$ cat src/core/sep_pkg.sv
// shared constants and types of the serial eeprom command front end
`default_nettype none
package sep_pkg;
    // instruction opcodes
    localparam logic [7:0] OPC_LATCH_SET    = 8'h06;
    localparam logic [7:0] OPC_LATCH_CLEAR  = 8'h04;
    localparam logic [7:0] OPC_STATUS_READ  = 8'h05;
    localparam logic [7:0] OPC_STATUS_WRITE = 8'h01;
    localparam logic [7:0] OPC_MEM_READ     = 8'h03;
    localparam logic [7:0] OPC_MEM_WRITE    = 8'h02;
    // status register field positions
    localparam int SR_PIN_GUARD = 7;
    localparam int SR_BG_HI     = 3;
    localparam int SR_BG_LO     = 2;
    localparam int SR_WEL       = 1;
    localparam int SR_BUSY      = 0;
    // status register reset value
    localparam logic [7:0] SR_RESET = 8'h00;
    // array geometry
    localparam int ARRAY_AW_DEF = 10;
    localparam int PAGE_BITS    = 5;
    localparam int ADDR_BITS    = 16;
    // timing: clock rate and self-timed write cycle
    localparam int CLK_MHZ        = 200;
    localparam int WRITE_CYCLE_MS = 5;
    localparam int WRITE_CYCLE_CYC = WRITE_CYCLE_MS * 1000 * CLK_MHZ;
    // host-side wait after supply is stable
    localparam int POWERUP_READ_DELAY_MS  = 1;
    localparam int POWERUP_WRITE_DELAY_MS = 1;
    // command sequencer states
    typedef enum logic [3:0] {
        ST_IDLE, ST_OPC, ST_ADDR, ST_DATA_IN, ST_DATA_OUT,
        ST_SR_IN, ST_SR_OUT, ST_DONE, ST_IGNORE
    } sep_state_t;
endpackage : sep_pkg
`default_nettype wire

$ cat src/core/sep_core.sv
// serial eeprom command decoder, status register and write guard
`timescale 1ns/1ps
`default_nettype none
// Operation
// - sample serial input on clock rise
// - drive serial output on clock fall
// - output high impedance while deselected
// - low guard pin plus enable blocks status
// - pause input freezes shifting, resumes later
// - first byte is opcode, unknown ignored
// - latch set and latch clear opcodes
// - status read and status write opcodes
// - memory read and memory write opcodes
// - status bit layout, bits 6..4 zero
// - busy flag high during write cycle
// - latch set and cleared by opcodes
// - guard bits via status write only
// - setting 01 guards top quarter
// - setting 10 guards upper half
// - setting 11 guards whole array
// - latch low refuses every write
// - busy: only status read accepted
// - status write changes bits 7,3,2
// - latch clear at reset and after write
module sep_core import sep_pkg::*; #(
    parameter int ARRAY_AW = ARRAY_AW_DEF,
    parameter int WC_CYC   = WRITE_CYCLE_CYC
) (
    input  wire logic                i_clock,
    input  wire logic                i_rst_n,
    input  wire logic                i_cs_n,
    input  wire logic                i_sck,
    input  wire logic                i_si,
    input  wire logic                i_hold_n,
    input  wire logic                i_guard_n,
    output logic                     o_so,
    output logic                     o_so_oe,
    output logic [ARRAY_AW-1:0]      o_mem_raddr,
    input  wire logic [7:0]          i_mem_rdata,
    output logic                     o_wr_valid,
    input  wire logic                i_wr_ready,
    output logic [ARRAY_AW-1:0]      o_wr_addr,
    output logic [7:0]               o_wr_data,
    output logic                     o_busy,
    output logic [7:0]               o_status
);
    localparam int CW = $clog2(WC_CYC + 1);
    localparam logic [CW-1:0] WC_LAST = CW'(WC_CYC - 1);

    logic [4:0]           pin_s;
    logic                 cs_n_s, sck_s, si_s, hold_n_s, guard_n_s;
    logic                 sck_q, cs_n_q;
    logic                 live, sck_rise, sck_fall, cs_fall, cs_rise;
    sep_state_t           state_q;
    logic [2:0]           bit_q;
    logic                 abyte_q;
    logic [7:0]           shreg_q, opc_q, rx_byte, sr_new_q, tx_q, tx_src;
    logic [ADDR_BITS-1:0] addr_q;
    logic                 byte_end, so_q, tx_on_q;
    logic                 wel_q, busy_q, pin_guard_q, wrote_q;
    logic [1:0]           bg_q;
    logic [CW-1:0]        cnt_q;
    logic [7:0]           status_w;
    logic                 sr_open, commit_sr, commit_mem, write_start;
    logic                 latch_set, latch_clr, busy_done;
    logic                 push_v, buf_ready;

    // true when the addressed byte lies in a guarded block
    function automatic logic is_guarded(input logic [1:0] bg, input logic [ARRAY_AW-1:0] a);
        case (bg)
            2'b01:   return &a[ARRAY_AW-1:ARRAY_AW-2];
            2'b10:   return a[ARRAY_AW-1];
            2'b11:   return 1'b1;
            default: return 1'b0;
        endcase
    endfunction : is_guarded

    // pins pass two flops before use
    sep_sync #(
        .W   (5),
        .RST (5'h13)
    ) u_sync (
        .i_clock (i_clock),
        .i_rst_n (i_rst_n),
        .i_d     ({i_cs_n, i_sck, i_si, i_hold_n, i_guard_n}),
        .o_q     (pin_s)
    );
    assign {cs_n_s, sck_s, si_s, hold_n_s, guard_n_s} = pin_s;

    // previous levels for edge finding
    always_ff @(posedge i_clock) begin
        if (!i_rst_n) begin
            sck_q  <= 1'b0;
            cs_n_q <= 1'b1;
        end else begin
            sck_q  <= sck_s;
            cs_n_q <= cs_n_s;
        end
    end

    // clock edges count only while selected and not paused
    assign live     = !cs_n_s && hold_n_s;
    assign sck_rise = live && sck_s && !sck_q;
    assign sck_fall = live && !sck_s && sck_q;
    assign cs_fall  = !cs_n_s && cs_n_q;
    assign cs_rise  = cs_n_s && !cs_n_q;
    assign rx_byte  = {shreg_q[6:0], si_s};
    assign byte_end = sck_rise && (bit_q == 3'h7);

    // command sequencer, bits taken on clock rise
    always_ff @(posedge i_clock) begin
        if (!i_rst_n) begin
            state_q <= ST_IDLE;
            bit_q   <= 3'h0;
            abyte_q <= 1'b0;
            shreg_q <= 8'h00;
            opc_q   <= 8'h00;
            addr_q  <= '0;
        end else if (cs_fall) begin
            state_q <= ST_OPC;
            bit_q   <= 3'h0;
            abyte_q <= 1'b0;
        end else if (cs_rise) begin
            state_q <= ST_IDLE;
        end else if (sck_rise) begin
            shreg_q <= rx_byte;
            bit_q   <= bit_q + 3'h1;
            case (state_q)
                ST_OPC: begin
                    if (bit_q == 3'h7) begin
                        opc_q <= rx_byte;
                        if (busy_q && rx_byte != OPC_STATUS_READ) begin
                            state_q <= ST_IGNORE;
                        end else begin
                            case (rx_byte)
                                OPC_LATCH_SET:    state_q <= ST_DONE;
                                OPC_LATCH_CLEAR:  state_q <= ST_DONE;
                                OPC_STATUS_READ:  state_q <= ST_SR_OUT;
                                OPC_STATUS_WRITE: state_q <= ST_SR_IN;
                                OPC_MEM_READ:     state_q <= ST_ADDR;
                                OPC_MEM_WRITE:    state_q <= ST_ADDR;
                                default:          state_q <= ST_IGNORE;
                            endcase
                        end
                    end
                end
                ST_ADDR: begin
                    addr_q <= {addr_q[ADDR_BITS-2:0], si_s};
                    if (bit_q == 3'h7) begin
                        abyte_q <= 1'b1;
                        if (abyte_q) begin
                            state_q <= (opc_q == OPC_MEM_READ) ? ST_DATA_OUT : ST_DATA_IN;
                        end
                    end
                end
                ST_DATA_IN: begin
                    // page roll-over on the low address bits
                    if (bit_q == 3'h7) begin
                        addr_q[PAGE_BITS-1:0] <= addr_q[PAGE_BITS-1:0] + PAGE_BITS'(1);
                    end
                end
                ST_DATA_OUT: begin
                    if (bit_q == 3'h7) begin
                        addr_q <= addr_q + ADDR_BITS'(1);
                    end
                end
                ST_SR_IN: begin
                    if (bit_q == 3'h7) begin
                        state_q <= ST_DONE;
                    end
                end
                default: ;
            endcase
        end
    end

    // status byte captured for a status write
    always_ff @(posedge i_clock) begin
        if (!i_rst_n) begin
            sr_new_q <= 8'h00;
        end else if (state_q == ST_SR_IN && byte_end) begin
            sr_new_q <= rx_byte;
        end
    end

    // status image, reserved bits zero
    always_comb begin
        status_w               = 8'h00;
        status_w[SR_PIN_GUARD] = pin_guard_q;
        status_w[SR_BG_HI]     = bg_q[1];
        status_w[SR_BG_LO]     = bg_q[0];
        status_w[SR_WEL]       = wel_q;
        status_w[SR_BUSY]      = busy_q;
    end

    // commit conditions, checked when select rises; latch clear at the end of its opcode byte
    assign sr_open    = wel_q && !(pin_guard_q && !guard_n_s);
    assign commit_sr  = cs_rise && state_q == ST_DONE && opc_q == OPC_STATUS_WRITE
                        && bit_q == 3'h0 && sr_open;
    assign commit_mem = cs_rise && state_q == ST_DATA_IN && bit_q == 3'h0 && wrote_q;
    assign write_start = commit_sr || commit_mem;
    assign latch_set  = cs_rise && state_q == ST_DONE && opc_q == OPC_LATCH_SET
                        && bit_q == 3'h0;
    assign latch_clr  = state_q == ST_OPC && byte_end && !busy_q
                        && rx_byte == OPC_LATCH_CLEAR;
    assign busy_done  = busy_q && cnt_q == WC_LAST && !o_wr_valid;

    // guard and pin-guard bits, only via status write
    always_ff @(posedge i_clock) begin
        if (!i_rst_n) begin
            pin_guard_q <= SR_RESET[SR_PIN_GUARD];
            bg_q        <= {SR_RESET[SR_BG_HI], SR_RESET[SR_BG_LO]};
        end else if (commit_sr) begin
            pin_guard_q <= sr_new_q[SR_PIN_GUARD];
            bg_q        <= {sr_new_q[SR_BG_HI], sr_new_q[SR_BG_LO]};
        end
    end

    // write enable latch
    always_ff @(posedge i_clock) begin
        if (!i_rst_n) begin
            wel_q <= SR_RESET[SR_WEL];
        end else if (latch_set) begin
            wel_q <= 1'b1;
        end else if (latch_clr || busy_done) begin
            wel_q <= 1'b0;
        end
    end

    // self-timed write cycle
    always_ff @(posedge i_clock) begin
        if (!i_rst_n) begin
            busy_q <= SR_RESET[SR_BUSY];
            cnt_q  <= '0;
        end else if (write_start) begin
            busy_q <= 1'b1;
            cnt_q  <= '0;
        end else if (busy_done) begin
            busy_q <= 1'b0;
        end else if (busy_q && cnt_q != WC_LAST) begin
            cnt_q <= cnt_q + CW'(1);
        end
    end

    // data bytes go out only when enabled and unguarded
    assign push_v = state_q == ST_DATA_IN && byte_end && wel_q && !busy_q
                    && !is_guarded(bg_q, addr_q[ARRAY_AW-1:0]);

    // remembers that this frame loaded at least one byte
    always_ff @(posedge i_clock) begin
        if (!i_rst_n || cs_fall) begin
            wrote_q <= 1'b0;
        end else if (push_v && buf_ready) begin
            wrote_q <= 1'b1;
        end
    end

    sep_buf #(
        .W     (ARRAY_AW + 8),
        .DEPTH (2)
    ) u_buf (
        .i_clock     (i_clock),
        .i_rst_n     (i_rst_n),
        .i_in_valid  (push_v),
        .o_in_ready  (buf_ready),
        .i_in_data   ({addr_q[ARRAY_AW-1:0], rx_byte}),
        .o_out_valid (o_wr_valid),
        .i_out_ready (i_wr_ready),
        .o_out_data  ({o_wr_addr, o_wr_data})
    );

    // transmit shifter, bits driven on clock fall
    assign tx_src = (state_q == ST_SR_OUT) ? status_w : i_mem_rdata;
    always_ff @(posedge i_clock) begin
        if (!i_rst_n || cs_fall) begin
            so_q    <= 1'b0;
            tx_q    <= 8'h00;
            tx_on_q <= 1'b0;
        end else if (sck_fall && (state_q == ST_SR_OUT || state_q == ST_DATA_OUT)) begin
            tx_on_q <= 1'b1;
            if (bit_q == 3'h0) begin
                so_q <= tx_src[7];
                tx_q <= {tx_src[6:0], 1'b0};
            end else begin
                so_q <= tx_q[7];
                tx_q <= {tx_q[6:0], 1'b0};
            end
        end
    end

    assign o_so        = so_q;
    assign o_so_oe     = tx_on_q && live;
    assign o_mem_raddr = addr_q[ARRAY_AW-1:0];
    assign o_busy      = busy_q;
    assign o_status    = status_w;
endmodule : sep_core
`default_nettype wire

$ cat src/core/sep_sync.sv
// two-flop synchroniser for a group of pin inputs
`timescale 1ns/1ps
`default_nettype none
module sep_sync #(
    parameter int           W   = 1,
    parameter logic [W-1:0] RST = '0
) (
    input  wire logic         i_clock,
    input  wire logic         i_rst_n,
    input  wire logic [W-1:0] i_d,
    output logic      [W-1:0] o_q
);
    logic [W-1:0] meta_q;
    logic [W-1:0] sync_q;

    // first stage feeds only the second
    always_ff @(posedge i_clock) begin
        if (!i_rst_n) begin
            meta_q <= RST;
            sync_q <= RST;
        end else begin
            meta_q <= i_d;
            sync_q <= meta_q;
        end
    end

    assign o_q = sync_q;
endmodule : sep_sync
`default_nettype wire

$ cat src/core/sep_buf.sv
// small valid/ready buffer, default two entries
`timescale 1ns/1ps
`default_nettype none
module sep_buf #(
    parameter int W     = 8,
    parameter int DEPTH = 2
) (
    input  wire logic         i_clock,
    input  wire logic         i_rst_n,
    input  wire logic         i_in_valid,
    output logic              o_in_ready,
    input  wire logic [W-1:0] i_in_data,
    output logic              o_out_valid,
    input  wire logic         i_out_ready,
    output logic      [W-1:0] o_out_data
);
    localparam int PW = $clog2(DEPTH);
    localparam logic [PW:0] FULL = (PW+1)'(DEPTH);

    logic [W-1:0]  mem_q [DEPTH];
    logic [PW-1:0] wp_q;
    logic [PW-1:0] rp_q;
    logic [PW:0]   cnt_q;
    logic          push;
    logic          pop;

    assign o_in_ready  = (cnt_q != FULL);
    assign o_out_valid = (cnt_q != '0);
    assign o_out_data  = mem_q[rp_q];
    assign push        = i_in_valid && o_in_ready;
    assign pop         = o_out_valid && i_out_ready;

    // storage
    always_ff @(posedge i_clock) begin
        if (push) begin
            mem_q[wp_q] <= i_in_data;
        end
    end

    // pointers and fill count
    always_ff @(posedge i_clock) begin
        if (!i_rst_n) begin
            wp_q  <= '0;
            rp_q  <= '0;
            cnt_q <= '0;
        end else begin
            if (push) wp_q <= wp_q + PW'(1);
            if (pop) rp_q <= rp_q + PW'(1);
            if (push && !pop) cnt_q <= cnt_q + (PW+1)'(1);
            else if (pop && !push) cnt_q <= cnt_q - (PW+1)'(1);
        end
    end
endmodule : sep_buf
`default_nettype wire

$ cat config.mk
export PLATFORM = sky130hd
export DESIGN_NAME = sep_core
export DESIGN_NICKNAME = d
export VERILOG_FILES = /design/src/core/sep_pkg.sv /design/src/core/sep_core.sv /design/src/core/sep_sync.sv /design/src/core/sep_buf.sv
export SDC_FILE = /design/constraint.sdc
export NUM_CORES = 1
export LEC_CHECK = 0
export BUFFER_PORTS_ARGS = -buffer_cell sky130_fd_sc_hd__buf_2
export CAP_MARGIN = 20
export CORE_MARGIN = 2
export CORE_UTILIZATION = 55
export DETAILED_ROUTE_END_ITERATION = 6
export PLACE_DENSITY = 0.77
export SYNTH_ARGS = -nofsm -noshare
export SYNTH_HDL_FRONTEND = slang
export SYNTH_SLANG_ARGS = --single-unit
$ cat constraint.sdc
create_clock -name i_clock -period 3.27 [get_ports i_clock]
set_input_delay 0 -clock i_clock [delete_from_list [all_inputs] [get_ports i_clock]]
set_output_delay 0 -clock i_clock [all_outputs]
set_load 0.05 [all_outputs]
==> out/qor.csv, run 1 <==
metric,value,unit
synth_warnings,0,
yosys.area.top_type_share,30.9,%
synth_area_leaders,"dfxtp_1 (31%), edfxtp_1 (19%), nor2_1 (4.3%)",
crit_buf_inv,0,
arrival,2.70,ns
syn_avg_cell_area,10.0,um2
cts.clk_slew.worst_paths,0.06,ns
slew_headroom,46.0,%
diodes,0,
gp_congestion,0.831,
portBuffers,52,
grt_pass1_wl,19700,um
ioPinCount,56,
timing.hold.ws,0.235,ns
period_needed,2.56,ns
synth_cells,567,
wl_per_cell,15.1,um
fin_crit_sh,78.4,%
rsz0062_at_grt,false,
gr-usage-met1,28.5,%
hold_violations,0,
num_vias,4401,
cts_tree,yes,
post_dp_cell_area,5990,um2
clk_latency,0.51,ns
setup_slack,0.705,ns
stdcell_area,6720,um2
max-vdd-ir-drop,0.358,mV
dp_slack,0.710,ns
power.density,501,nW/um2
hpwl,7880,um
synth-seq-cells,124,
cp_top_family,simple AND/OR/NAND/NOR gates,
slew_viol_final,0,
grt_pass1_vias,4110,
critical_path_required,3.41,ns
synth_area_leader_cell,dfxtp_1,
synthesis.area,5700,um2
core,10200,um2
clock_sinks,124,
vias_per_cell,5.65,
ys_async_sr_fraction,0,%
die_area,11200,um2
syn_to_final_growth,18.0,%
status,completed,
tightest_slew,0.810,ns
grt_use_met3,5.07,%
yosys_most_used_dff,dfxtp_1,
crit_type,flop to flop,
start_kind,flop,
synth_edf_count,36,
setup_tns,0,ns
fp.dieH,106,um
max-clock-path-buffers,2,
final_nets,654,
finalSetupViolations,0,
initial_core_util,55.9,%
grt.overflow.total,0,
drc_errors,0,
cts_max_level,4,
path_max_fanout,18,
total_power,3.37,mW
die_x,106,um
synth.distinct_cells,75,
grt_max_degree,27,
ys_seq_area_share,49.9,%
netlist_top_cells_count,"dfxtp_1 (88), nor2_1 (66), nand2_1 (37)",
cts_inserted_buffers,17,
grt_busiest_layer,met2,
clock.fmax,390,MHz
holdCritPathClass,primary input to flop,
drive_gt1_share,19.3,%
cp_slowest_stage_delay,0.71,ns
rows,37,
cp_cell_sequence,"and2b_1, nand3_2, a211oi_4, and2_1",
drtPass1Iterations,6,
leakage,2.57,nW
use_met2,36.2,%
cap_violations,0,
clock_skew,0.0108,ns
grtUsageTotal,22.0,%
ant_nets,0,
antenna_found_initial,0,
routed_wirelength,11800,um
drt_iter0_markers,315,
clock-root-buffer,clkbuf_8,
slowest_stage,and2_1,
synthMostInstantiatedCell,dfxtp_1,
endpoint_kind,flop,
[cell type report]
class / count / area, um2
Clock inverter: 14 / 123
Inverter: 11 / 41.3
Tap cell: 136 / 170
Fill cell: 787 / 3460
Sequential cell: 124 / 2840
Multi-Input combinational cell: 401 / 2650
Timing Repair Buffer: 75 / 480
Clock buffer: 18 / 418
[final timing paths]
| kind | from | end | slack (ns) | cells after the start |
|---|---|---|---|---|
| min | i_si | u_sync.meta_q[2] | 0.23 | 3 |
| min reg2reg | u_sync.meta_q[0] | u_sync.o_q[0] | 0.41 | 1 |
| max reg2reg | state_q[0] | u_buf.mem_q[1][5] | 0.71 | 4 |
| max | state_q[0] | u_buf.mem_q[1][5] | 0.71 | 4 |
[cell usage in the layout, fill, tap and decap left out, types with 6 or more instances in the layout]
| master | count |
|---|---|
| a21oi_1 | 34 |
| nand3_1 | 29 |
| mux2i_1 | 20 |
| nor3_1 | 9 |
| nor2_1 | 66 |
| buf_2 | 52 |
| dlygate4sd3_1 | 19 |
| clkbuf_16 | 16 |
| nand2b_1 | 15 |
| edfxtp_1 | 36 |
| xor2_1 | 14 |
| nor2b_1 | 6 |
| nand2_1 | 37 |
| nand4_1 | 13 |
| ha_1 | 8 |
| mux2_2 | 19 |
| dfxtp_1 | 88 |
| inv_1 | 10 |
| o21ai_0 | 25 |
| and2_1 | 9 |
[power by group]
group	internal (mW)	switching [mW]
combinational	0.0376	0.0501
clock	1.01	0.685
sequential	1.58	0.00626
total	2.62	0.741
[registers in the layout (all words and copies together), names as in the netlist, named ones only]
register	cells
tx_q	7
sck_q	1
cs_n_q	1
abyte_q	1
shreg_q	7
sr_new_q	3
o_busy	1
tx_on_q	1
u_buf.rp_q	1
u_buf.wp_q	1
u_buf.mem_q	36
wel_q	1
state_q	4
bit_q	3
o_so	1
bg_q	2
wrote_q	1
u_sync.o_q	5
cnt_q	20
u_buf.cnt_q	2
addr_q	10
pin_guard_q	1
opc_q	8
u_sync.meta_q	5
[kinds of logic (layout without fill, tap and decap cells)]
logic type / Yosys count / count (layout) / share of synthesized area (%)
muxes: 39 / 39 / 7.27
other: 1 / 3 / 0.0658
AOI/OAI and AO/OA: 100 / 100 / 11.5
adders and majority gates: 8 / 8 / 1.76
buffers and inverters: 44 / 118 / 3.76
DFF: 124 / 124 / 49.9
xor gates and xnor gates: 19 / 19 / 2.92
and+or+nand+nor: 232 / 232 / 22.8
[worst register-to-register path: stages (launching register included)]
cell	delay, ns
dfxtp_1	0.61
and2b_1	0.43
nand3_2	0.16
a211oi_4	0.28
and2_1	0.71
[per-layer routing]
metal  vias up  wire [um]
met2       142       5730
met4         0        154
met1      2082       5280
met5         -          0
met3        16        620
li1       2161          -
[per-stage QoR]
stage / utilization (%) / cells
after detailed placement: 58.8 / 728
after global placement: 58.8 / 728
after global routing: 66.0 / 779
after floorplan: - / 569
after CTS: 66.0 / 779
final: 66.0 / 779
[repair_timing]
item	4_1_cts	5_1_grt
hold buffers	19	0
gates resized for setup	0	0
buffers inserted	0	0
endpoints found under the hold margin	22	0
No activity file was read; power rests on OpenSTA's default activity.
==> run 2, diff against run 1 <==
- CORE_UTILIZATION: 55 -> 53
- PLACE_DENSITY: 0.77 -> 0.78
- clock period: 3.27 -> 2.1 ns (I/O delays scaled with it)
==> out/qor.csv, run 2 (synthesis gave the netlist of run 1 again) <==
metric,value,unit,change
status,completed,,
clock.fmax,506,MHz,+30%
vias_per_cell,5.65,,about the same
crit_type,flop to flop,,
syn_to_final_growth,22.5,%,
critical_path_required,2.54,ns,-0.87 ns
clock_sinks,124,,unchanged
max-clock-path-buffers,2,,unchanged
slew_viol_final,0,,unchanged
setup_tns,0,ns,unchanged
die_area,11600,um2,+3.6%
cap_violations,0,,unchanged
gp_congestion,0.907,,+9.2%
sw_frac_of_total,21.9,%,-0.13 points
hold_violations,0,,unchanged
clock_skew,0.00925,ns,-0.00155 ns
diodes,0,,unchanged
hpwl,8180,um,+3.7%
cts_tree,yes,,
max-vdd-ir-drop,0.534,mV,+49%
start_kind,flop,,
cp_slowest_stage_delay,0.42,ns,-0.29 ns
leakage,2.69,nW,+4.8%
cts.clk_slew.worst_paths,0.06,ns,about the same
tightest_slew,0.534,ns,-0.276 ns
pwr-share-seq,44.2,%,-2.9 points
largest_reg_flops,36,,unchanged
holdCritPathClass,primary input to flop,,
top_regs,"u_buf.mem_q: 36 flops, cnt_q: 20 flops, addr_q: 10 flops",,
multiInputGateArea,2670,um2,+0.76%
layout_common_cells,"dfxtp_1 (88), nor2_1 (66), buf_2 (52)",,
wl_per_cell,15.6,um,+3.4%
grt_pass1_vias,4140,,+0.73%
path_max_fanout,5,,-13
grtUsageTotal,22.2,%,+0.18 points
clock-root-buffer,clkbuf_8,,
power.density,800,nW/um2,+60%
ant_nets,0,,unchanged
portBuffers,52,,unchanged
initial_core_util,54.9,%,-1.0 points
clk_latency,0.52,ns,about the same
finalSetupViolations,0,,unchanged
drt_iter0_markers,351,,+11%
regArea,2840,um2,unchanged
power_switching,1.22,mW,+65%
slew_headroom,64.2,%,+18 points
top_register,u_buf.mem_q,,
endpoint_kind,flop,,
cts_inserted_buffers,17,,unchanged
cts_max_level,4,,unchanged
rows,37,,unchanged
die_x,108,um,+1.8%
fillers,774,,-1.7%
drc_errors,0,,unchanged
num_vias,4513,,+2.5%
fp.dieH,108,um,+1.8%
grt.overflow.total,0,,unchanged
drive_gt1_share,22.2,%,+2.9 points
place_inst,748,,+2.7%
arrival,2.42,ns,-0.28 ns
fin_crit_sh,94.1,%,+16 points
routed_wirelength,12500,um,+6.0%
antenna_found_initial,0,,unchanged
p_clk_share,53.1,%,+2.8 points
p_comb_share,2.7,%,about the same
grt_pass1_wl,20200,um,+2.3%
final_common_cell,dfxtp_1,,
core,10400,um2,+1.8%
layout.cells.non_filler,799,,+2.6%
period_needed,1.98,ns,-0.588 ns
p_int,4.36,mW,+66%
final_nets,674,,+3.1%
ioPinCount,56,,unchanged
drtPass1Iterations,5,,-1
rsz0062_at_grt,false,,
cp_cell_sequence,"nor2b_1, o2111ai_1, a211oi_4, ha_1, or3_1, a21oi_1",,
grt_max_degree,24,,-11%
slowest_stage,dfxtp_1,,
## run 2: cell types whose count changed in the layout (fill, tap and decap cells not counted), moves of 3 or more
cell | previous run | this run
clkinv_2 | 5 | 0
inv_6 | 2 | 5
clkinv_4 | 4 | 1
buf_4 | 4 | 23
## run 2: through the flow
| step | cell area, um2 | power, mW | hold WS (ns) | util [%] | setup WS (ns) |
|---|---|---|---|---|---|
| 4_1_cts | 6960 | 5.60 | 0.224 | 67.1 | 0.0142 |
| 3_3_place_gp | 6170 | 2.63 | 0.181 | 59.5 | 0.143 |
| 6_report | 6980 | 5.58 | 0.226 | 67.3 | 0.124 |
| 2_1_floorplan | 5710 | 2.60 | 0.101 | - | 0.0261 |
| 3_5_place_dp | 6170 | 2.64 | 0.186 | 59.5 | 0.0346 |
| 5_1_grt | 6980 | 5.73 | 0.237 | 67.3 | 0.00584 |
## run 2: critical path: cells and delay by family, from the launching register on
family | cells | cell delay [ns]
AOI/OAI and AO/OA | 3 | 0.61
adders and majority gates | 1 | 0.30
DFF | 1 | 0.42
and+or+nand+nor | 2 | 0.60
## run 2: worst paths after layout
check | start | to | slack [ns] | depth (start not counted)
worst max-delay path | wel_q | u_buf.cnt_q[1] | 0.12 | 6
worst min-delay path | i_sck | u_sync.meta_q[3] | 0.23 | 3
worst max register to register | wel_q | u_buf.cnt_q[1] | 0.12 | 6
worst min register to register | u_sync.meta_q[0] | u_sync.o_q[0] | 0.41 | 1
## run 2: layer usage
metal,up-vias,track usage [%],part of all wire [%],wire length (um)
li1,2224,-,-,-
met3,20,4.48,5.4,674
met5,-,0,0,0
met4,0,8.79,1.6,196
met1,2103,29.6,46,5700
met2,166,35.4,47,5930
## run 2: cell type report
type	instances	area share, %
Sequential cell	124	40.7
Multi-Input combinational cell	401	38.2
Timing Repair Buffer	95	9.36
Clock buffer	18	5.99
Clock inverter	14	2.64
Tap cell	136	2.44
Inverter	11	0.592
## run 2: what timing repair did
item | 4_1_cts | 5_1_grt
setup buffers | 0 | 1
hold buffers | 18 | 0
setup endpoints to repair | 0 | 2
resized for setup | 0 | 2
endpoints found under the hold margin | 24 | 0
## run 2: power groups by stage
| stage | clock (mW) | combinational [mW] | sequential [mW] |
|---|---|---|---|
| 2_1_floorplan | 0 | 0.0844 | 2.52 |
| 3_3_place_gp | 0 | 0.118 | 2.52 |
| 3_5_place_dp | 0 | 0.120 | 2.52 |
| 4_1_cts | 2.99 | 0.146 | 2.47 |
| 5_1_grt | 3.10 | 0.160 | 2.47 |
| 6_report | 2.96 | 0.149 | 2.47 |
